`src/timer_pkg.sv`:
```
// Overview of operation
// - Any count write blocks compare matches at the next timer tick.
// - Writing a count equal to a compare value loses that match.
// - Capture enable, width and clear-on-match bits choose the mode.
// - Normal 8-bit mode: low byte increments per tick and wraps to zero.
// - Normal 8-bit mode: overflow flag sets as low byte becomes zero.
// - Overflow flag clears when the overflow interrupt is executed.
// - Clear-on-match mode: counter clears after equalling compare A.
// - Compare A acts at once; below count, counter wraps before matching.
// - Clear-on-match mode: compare A flag sets each time top is reached.
// - Clear-on-match mode: overflow flag sets on maximum to zero.
// - Normal 16-bit mode: count wraps at 16-bit maximum, overflow sets.
// - 8-bit capture mode: free-running 8-bit count, overflow at maximum.
// - 16-bit capture mode: free-running 16-bit count, overflow at top.
// - Wide mode: 16-bit registers share one temporary high-byte register.
// - Low byte write loads temporary high and written low together.
// - Low byte read copies the register high byte into temporary.
// - Compare pair reads bypass temporary; 16-bit capture reads use it.
// - Processor count write beats any clear or increment that cycle.
// - Match sets its flag at next tick; normal 16-bit mode only flag A, 16-bit capture mode neither.
package timer_pkg;

   // -----------------------------------------------------------------
   // Byte register selects
   // -----------------------------------------------------------------
   localparam logic [1:0] SEL_CNT_LO = 2'h0;
   localparam logic [1:0] SEL_CNT_HI = 2'h1;
   localparam logic [1:0] SEL_CMP_A  = 2'h2;
   localparam logic [1:0] SEL_CMP_B  = 2'h3;

   // -----------------------------------------------------------------
   // Counter limits and reset values
   // -----------------------------------------------------------------
   localparam logic [7:0]  MAX_8     = 8'hff;
   localparam logic [15:0] MAX_16    = 16'hffff;
   localparam logic [7:0]  BOTTOM_8  = 8'h00;
   localparam logic [7:0]  RST_BYTE  = 8'h00;
   localparam logic [15:0] RST_WORD  = 16'h0000;
   localparam logic [7:0]  INC_8     = 8'h01;
   localparam logic [15:0] INC_16    = 16'h0001;

   // -----------------------------------------------------------------
   // Operating modes
   // -----------------------------------------------------------------
   typedef enum logic [4:0] {
      MODE_N8    = 5'b00001,
      MODE_CTC8  = 5'b00010,
      MODE_N16   = 5'b00100,
      MODE_CAP8  = 5'b01000,
      MODE_CAP16 = 5'b10000
   } mode_t;

endpackage

```
`src/compare_flag.sv`:
```
`timescale 1ns/100ps
module compare_flag (
   input  wire logic clock,   // System clock
   input  wire logic arst_n,  // Async reset, active low
   input  wire logic tick,    // Timer tick enable
   input  wire logic match,   // Count equals compare value
   input  wire logic enable,  // Unit usable in this mode
   input  wire logic block,   // Match suppressed this tick
   input  wire logic ack,     // Flag clear request
   output logic      flag     // Sticky compare flag
);

   logic setEvent;

   // -----------------------------------------------------------------
   // Flag set and clear
   // -----------------------------------------------------------------
   assign setEvent = tick && match && enable && !block;

   always_ff @(posedge clock or negedge arst_n) begin
      if (!arst_n) begin
         flag <= 1'b0;
      end else if (setEvent) begin
         flag <= 1'b1;
      end else if (ack) begin
         flag <= 1'b0;
      end
   end
endmodule

```
`src/timer_core.sv`:
```
`timescale 1ns/100ps
module timer_core (
   input  wire logic       clock,              // System clock, 50 MHz
   input  wire logic       arst_n,             // Async reset, active low
   input  wire logic       timerTick,          // Timer clock enable pulse
   input  wire logic       captureEnable,      // Capture mode select
   input  wire logic       widthSelect,        // 16-bit width select
   input  wire logic       clearOnMatchSelect, // Clear-on-match select
   input  wire logic       captureEvent,       // Capture trigger pulse
   input  wire logic [1:0] regSel,             // Byte register select
   input  wire logic       regWrite,           // Byte write strobe
   input  wire logic       regRead,            // Byte read strobe
   input  wire logic [7:0] regWrData,          // Byte write data
   output logic      [7:0] regRdData,          // Byte read data
   input  wire logic       overflowAck,        // Overflow interrupt taken
   input  wire logic       compareAAck,        // Compare A interrupt taken
   input  wire logic       compareBAck,        // Compare B interrupt taken
   output logic            overflowFlag,       // Overflow flag
   output logic            compareAFlag,       // Compare A flag
   output logic            compareBFlag,       // Compare B flag
   output logic     [15:0] timerCount          // Count pair value
);

   // -----------------------------------------------------------------
   // Mode decode
   // -----------------------------------------------------------------
   function automatic timer_pkg::mode_t decodeMode(
      input logic capEn,
      input logic wide,
      input logic clrOnMatch
   );
      timer_pkg::mode_t m;
      m = timer_pkg::MODE_N8;
      if (capEn) begin
         m = wide ? timer_pkg::MODE_CAP16 : timer_pkg::MODE_CAP8;
      end else if (wide) begin
         m = timer_pkg::MODE_N16;
      end else if (clrOnMatch) begin
         m = timer_pkg::MODE_CTC8;
      end
      return m;
   endfunction

   timer_pkg::mode_t mode;
   logic             wide;
   logic             capMode;

   assign mode    = decodeMode(captureEnable, widthSelect,
                               clearOnMatchSelect);
   assign wide    = widthSelect;
   assign capMode = (mode == timer_pkg::MODE_CAP8) ||
                    (mode == timer_pkg::MODE_CAP16);

   // -----------------------------------------------------------------
   // State
   // -----------------------------------------------------------------
   logic [15:0] countPair_r;
   logic [7:0]  compareRegA_r;
   logic [7:0]  compareRegB_r;
   logic [7:0]  tempHigh_r;
   logic [7:0]  rdData_r;
   logic        blockPending_r;
   logic        overflow_r;

   logic [7:0]  countLowByte;
   logic [7:0]  countHighByte;
   logic [15:0] comparePair;

   assign countLowByte  = countPair_r[7:0];
   assign countHighByte = countPair_r[15:8];
   assign comparePair   = {compareRegB_r, compareRegA_r};

   // -----------------------------------------------------------------
   // Access decode
   // -----------------------------------------------------------------
   logic wrCntLo;
   logic wrCntHi;
   logic wrCmpA;
   logic wrCmpB;
   logic rdCntLo;
   logic rdCmpA;
   logic countWrite;
   logic countUpdate;

   assign wrCntLo     = regWrite && (regSel == timer_pkg::SEL_CNT_LO);
   assign wrCntHi     = regWrite && (regSel == timer_pkg::SEL_CNT_HI);
   assign wrCmpA      = regWrite && (regSel == timer_pkg::SEL_CMP_A);
   assign wrCmpB      = regWrite && (regSel == timer_pkg::SEL_CMP_B);
   assign rdCntLo     = regRead && (regSel == timer_pkg::SEL_CNT_LO);
   assign rdCmpA      = regRead && (regSel == timer_pkg::SEL_CMP_A);
   assign countWrite  = wrCntLo || wrCntHi;
   assign countUpdate = wrCntLo || (wrCntHi && !wide);

   // -----------------------------------------------------------------
   // Counter
   // -----------------------------------------------------------------
   logic ctcClear;
   logic atMax;

   assign ctcClear = (mode == timer_pkg::MODE_CTC8) &&
                     (countLowByte == compareRegA_r);
   assign atMax    = wide ? (countPair_r == timer_pkg::MAX_16)
                          : (countLowByte == timer_pkg::MAX_8);

   always_ff @(posedge clock or negedge arst_n) begin
      if (!arst_n) begin
         countPair_r <= timer_pkg::RST_WORD;
      end else if (wrCntLo) begin
         if (wide) begin
            countPair_r <= {tempHigh_r, regWrData};
         end else begin
            countPair_r[7:0] <= regWrData;
         end
      end else if (wrCntHi && !wide) begin
         countPair_r[15:8] <= regWrData;
      end else if (timerTick) begin
         if (wide) begin
            countPair_r <= countPair_r + timer_pkg::INC_16;
         end else if (ctcClear) begin
            countPair_r[7:0] <= timer_pkg::BOTTOM_8;
         end else begin
            countPair_r[7:0] <= countLowByte + timer_pkg::INC_8;
         end
      end
   end

   // -----------------------------------------------------------------
   // Overflow flag
   // -----------------------------------------------------------------
   logic overflowEvent;

   assign overflowEvent = timerTick && !countUpdate && atMax;

   always_ff @(posedge clock or negedge arst_n) begin
      if (!arst_n) begin
         overflow_r <= 1'b0;
      end else if (overflowEvent) begin
         overflow_r <= 1'b1;
      end else if (overflowAck) begin
         overflow_r <= 1'b0;
      end
   end

   // -----------------------------------------------------------------
   // Compare blocking after a count write
   // -----------------------------------------------------------------
   always_ff @(posedge clock or negedge arst_n) begin
      if (!arst_n) begin
         blockPending_r <= 1'b0;
      end else if (countWrite) begin
         blockPending_r <= 1'b1;
      end else if (timerTick) begin
         blockPending_r <= 1'b0;
      end
   end

   // -----------------------------------------------------------------
   // Compare registers and capture
   // -----------------------------------------------------------------
   always_ff @(posedge clock or negedge arst_n) begin
      if (!arst_n) begin
         compareRegA_r <= timer_pkg::RST_BYTE;
         compareRegB_r <= timer_pkg::RST_BYTE;
      end else if (wrCmpA) begin
         compareRegA_r <= regWrData;
         if (wide) begin
            compareRegB_r <= tempHigh_r;
         end
      end else if (wrCmpB && !wide) begin
         compareRegB_r <= regWrData;
      end else if (captureEvent && capMode) begin
         compareRegA_r <= countLowByte;
         if (mode == timer_pkg::MODE_CAP16) begin
            compareRegB_r <= countHighByte;
         end
      end
   end

   // -----------------------------------------------------------------
   // Temporary high byte
   // -----------------------------------------------------------------
   always_ff @(posedge clock or negedge arst_n) begin
      if (!arst_n) begin
         tempHigh_r <= timer_pkg::RST_BYTE;
      end else if (wide && (wrCntHi || wrCmpB)) begin
         tempHigh_r <= regWrData;
      end else if (wide && rdCntLo) begin
         tempHigh_r <= countHighByte;
      end else if (rdCmpA && mode == timer_pkg::MODE_CAP16) begin
         tempHigh_r <= compareRegB_r;
      end
   end

   // -----------------------------------------------------------------
   // Read data
   // -----------------------------------------------------------------
   logic [7:0] rdMux;

   always_comb begin
      case (regSel)
         timer_pkg::SEL_CNT_LO: rdMux = countLowByte;
         timer_pkg::SEL_CNT_HI: rdMux = wide ? tempHigh_r : countHighByte;
         timer_pkg::SEL_CMP_A:  rdMux = compareRegA_r;
         timer_pkg::SEL_CMP_B: begin
            if (mode == timer_pkg::MODE_CAP16) begin
               rdMux = tempHigh_r;
            end else begin
               rdMux = compareRegB_r;
            end
         end
         default: rdMux = timer_pkg::RST_BYTE;
      endcase
   end

   always_ff @(posedge clock or negedge arst_n) begin
      if (!arst_n) begin
         rdData_r <= timer_pkg::RST_BYTE;
      end else if (regRead) begin
         rdData_r <= rdMux;
      end
   end

   // -----------------------------------------------------------------
   // Compare units
   // -----------------------------------------------------------------
   logic [1:0] cmpMatch;
   logic [1:0] cmpEnable;
   logic [1:0] cmpAck;
   logic [1:0] cmpFlag;
   logic       cmpBlock;

   assign cmpMatch[0]  = wide ? (countPair_r == comparePair)
                              : (countLowByte == compareRegA_r);
   assign cmpMatch[1]  = countLowByte == compareRegB_r;
   assign cmpEnable[0] = (mode == timer_pkg::MODE_N8) ||
                         (mode == timer_pkg::MODE_CTC8) ||
                         (mode == timer_pkg::MODE_N16);
   assign cmpEnable[1] = (mode == timer_pkg::MODE_N8) ||
                         (mode == timer_pkg::MODE_CTC8) ||
                         (mode == timer_pkg::MODE_CAP8);
   assign cmpBlock     = blockPending_r || countWrite;
   assign cmpAck       = {compareBAck, compareAAck};

   genvar gi;
   generate
      for (gi = 0; gi < 2; gi++) begin : gCmp
         compare_flag uFlag (
            .clock  (clock),
            .arst_n (arst_n),
            .tick   (timerTick),
            .match  (cmpMatch[gi]),
            .enable (cmpEnable[gi]),
            .block  (cmpBlock),
            .ack    (cmpAck[gi]),
            .flag   (cmpFlag[gi])
         );
      end
   endgenerate

   // -----------------------------------------------------------------
   // Outputs
   // -----------------------------------------------------------------
   assign regRdData    = rdData_r;
   assign overflowFlag = overflow_r;
   assign compareAFlag = cmpFlag[0];
   assign compareBFlag = cmpFlag[1];
   assign timerCount   = countPair_r;
endmodule

```
`config.mk`:
```
export PLATFORM = sky130hd
export DESIGN_NAME = timer_core
export DESIGN_NICKNAME = d
export VERILOG_FILES = /design/src/timer_pkg.sv /design/src/compare_flag.sv /design/src/timer_core.sv
export SDC_FILE = /design/constraint.sdc
export NUM_CORES = 1
export LEC_CHECK = 0
export ABC_AREA = 1
export BUFFER_PORTS_ARGS = -buffer_cell sky130_fd_sc_hd__buf_2
export CAP_MARGIN = 20
export CORE_ASPECT_RATIO = 1.5
export CORE_MARGIN = 8
export CORE_UTILIZATION = 40
export DETAILED_ROUTE_END_ITERATION = 10
export HOLD_SLACK_MARGIN = 0.1
export PLACE_DENSITY = 0.63
export SLEW_MARGIN = 25
export SYNTH_ARGS = -nofsm -noshare
export SYNTH_HDL_FRONTEND = slang
export SYNTH_SLANG_ARGS = --single-unit
```
`constraint.sdc`:
```
create_clock -name clock -period 4.25 [get_ports clock]
set_input_delay 0.6375 -clock clock [delete_from_list [all_inputs] [get_ports clock]]
set_output_delay 0.6375 -clock clock [all_outputs]
set_load 0.01 [all_outputs]
```
==> results.json <==
{
  "status": "finished clean",
  "initial_core_util_pct": 41.0,
  "syn2layout_area_growth_pct": 9.42,
  "multiInputGateArea_um2": 2220,
  "io_pins": 49,
  "crit_path_start_kind": "input port",
  "worstHoldPathType": "in2async",
  "fill_cells": 1064,
  "fin_tns_setup_ns": 0,
  "clockBufferDepth": 2,
  "synthCells": 614,
  "maxCapViolations": 0,
  "routed-via-count": 4192,
  "timing.rr.start": "timerCount[1]",
  "worst_slack_ns": 1.82,
  "dr.first_iter.drc_count": 499,
  "final_hold_viol_count": 0,
  "cts_buffers": 5,
  "cp-endpoint": "tempHigh_r[0]",
  "num_antenna_cells": 0,
  "fp.dieArea_um2": 13400,
  "rows": 44,
  "ff2ff_setup_slack_ns": 2.30,
  "reg2reg_depth": 10,
  "ir_drop_mv": 0.259,
  "min_period_ns": 2.43,
  "synthArstFlopShare_pct": 100,
  "gr-usage-all-layers_pct": 20.6,
  "htreeDepth": 2,
  "end_kind": "flop",
  "post_cts_buffers": 0,
  "reg2reg_to": "timerCount[10]",
  "syn_area_um2": 3970,
  "fp.coreArea_um2": 9690,
  "final-setup-viol-count": 0,
  "grt_overflow": 0,
  "cts_root_buffer": "clkbuf_16",
  "yosys.area.top_type": "dfrtp_1",
  "cts_tree": "yes",
  "synthTopCellsByArea": "dfrtp_1 (33%), nand2_1 (20%), o21ai_0 (8.8%), inv_1 (6.8%), a21oi_1 (4.8%)",
  "yosysWarnings": 0,
  "slew_headroom_pct": 54.1,
  "drv_slew": 0,
  "dp_slack_ns": 1.54,
  "syn_area_per_cell_um2": 6.47,
  "yosys-top-cells-count": "nand2_1 (208), inv_1 (72), o21ai_0 (70)",
  "final_nets": 668,
  "numClockSinks": 52,
  "synthFlopType": "dfrtp_1",
  "worst_ep_arrival_time_ns": 2.61,
  "synth_top_area_share_pct": 32.8,
  "syn_nets": 641,
  "p_leak_uw": 0.00222,
  "wl_um": 14200,
  "finalCritPeriodShare_pct": 57.2,
  "clkSlewWorstSetupHoldPaths_ns": 0.07,
  "cp.required_ns": 4.43,
  "crit_type": "in2reg",
  "grt_pass1_vias": 3969,
  "crit_fanout": 25,
  "worst_clock_skew_ns": 0.00667,
  "ys_seq_elements": 52,
  "wire_per_inst_um": 18.8,
  "cts_hold_buf": 0,
  "synth_edf_count": 0,
  "die_h_um": 138,
  "drc": 0,
  "seq_area_frac_synth_pct": 32.8,
  "crit_start": "widthSelect",
  "final_layout_size_suffix_gt1_share_pct": 11.9,
  "rsz0062_at_grt": "no",
  "vias_per_cell": 5.54,
  "dieWidth_um": 97.3,
  "grt_pass1_wl_um": 22000,
  "io_buffer_count": 48,
  "dpl.hpwl_um": 10800,
  "place_area_um2": 4210,
  "regArea_um2": 1300,
  "power.density_nw_per_um2": 467,
  "synth.most_common_cell": "nand2_1",
  "clk_latency_ns": 0.30,
  "first_pass_iters": 5,
  "yosysUniqueCellTypes": 38,
  "place_congestion": 0.991,
  "grt_max_degree": 53,
  "worstMarginPinSlew_ns": 0.689,
  "timing.fmax_ghz": 0.411,
  "cts_resized": 0,
  "antenna_found_initial": 0,
  "final_area_um2": 4340,
  "drt.antenna.violating_nets": 0
}
## state kept, by name (all words and copies together), names as in the netlist
signal	count
compareRegA_r	8
overflowFlag	1
tempHigh_r	8
compareRegB_r	8
blockPending_r	1
gCmp.uFlag.flag	2
regRdData	8
timerCount	16
## per-stage QoR
step	total power, uW	std cells	hold slack [ns]	util (%)
2_1_floorplan	1320	614	0.342	-
3_3_place_gp	1620	749	0.466	43.5
3_5_place_dp	1620	749	0.470	43.5
4_1_cts	2030	756	0.487	44.8
5_1_grt	2170	756	0.501	44.8
6_report	2030	756	0.466	44.8
## final cells by class
| cell class | count | area share [%] |
|---|---|---|
| multi-input combinational | 454 | 51.1 |
| sequential | 52 | 30.0 |
| inverter | 79 | 6.83 |
| timing repair buffer | 49 | 5.70 |
| tap | 115 | 3.31 |
| clock buffer | 6 | 2.97 |
| clock inverter | 1 | 0.115 |
## placed cells by master (no fill, tap or decap), types with 2 or more instances in the layout
cell type	synthesis	routed
o21ai_0	70	70
buf_2	7	48
a22oi_1	4	4
nor3_1	3	3
inv_2	6	6
o22ai_1	12	12
a31oi_1	3	3
dfrtp_1	52	52
ha_1	5	5
a21oi_4	2	2
clkbuf_16	0	5
nand3_1	16	16
nand2_4	2	2
nor2_4	2	2
inv_1	72	72
nand4_1	10	10
a21oi_1	38	38
nor2_1	41	41
nand2_1	208	208
o211ai_1	4	4
o22ai_2	2	2
xor2_1	9	9
xnor2_1	6	6
nand2_2	3	3
a41oi_1	4	4
## critical path: stages
cell and delay, ns:
buf_2 0.36, inv_2 0.14, nor2_1 0.40, inv_1 0.27
nand3_1 0.37, inv_1 0.17, a22oi_1 0.16, o21ai_0 0.10
## worst min path at each step
stage	startpoint	to	slack, ns	cells after the start
2_1_floorplan	arst_n	blockPending_r	0.34	0
3_3_place_gp	regRdData[3]	regRdData[3]	0.47	2
3_5_place_dp	regRdData[7]	regRdData[7]	0.47	2
4_1_cts	regRdData[7]	regRdData[7]	0.49	2
5_1_grt	regRdData[7]	regRdData[7]	0.50	2
6_report	arst_n	compareRegB_r[0]	0.47	2
## cells by family after synthesis
| group | synth area share [%] |
|---|---|
| flip-flops | 32.8 |
| AND/OR/NAND/NOR | 29.9 |
| buffers and inverters | 11.3 |
| adder cells (fa/ha/maj) | 1.58 |
| AO/OA/AOI/OAI | 21.2 |
| XOR/XNOR | 3.31 |
## metal layers
| metal | global-route usage, % | wire length (um) | vias up |
|---|---|---|---|
| li1 | - | - | 2025 |
| met1 | 24.4 | 5630 | 1926 |
| met2 | 34.5 | 7010 | 201 |
| met3 | 2.94 | 905 | 40 |
| met4 | 12.0 | 711 | 0 |
| met5 | 0 | 0 | - |
## power by group
group | internal, uW | switching [uW]
logic | 293 | 485
registers | 619 | 228
clock network | 215 | 190
total | 1130 | 902
Note: power is estimated with default switching activity, not from simulation.
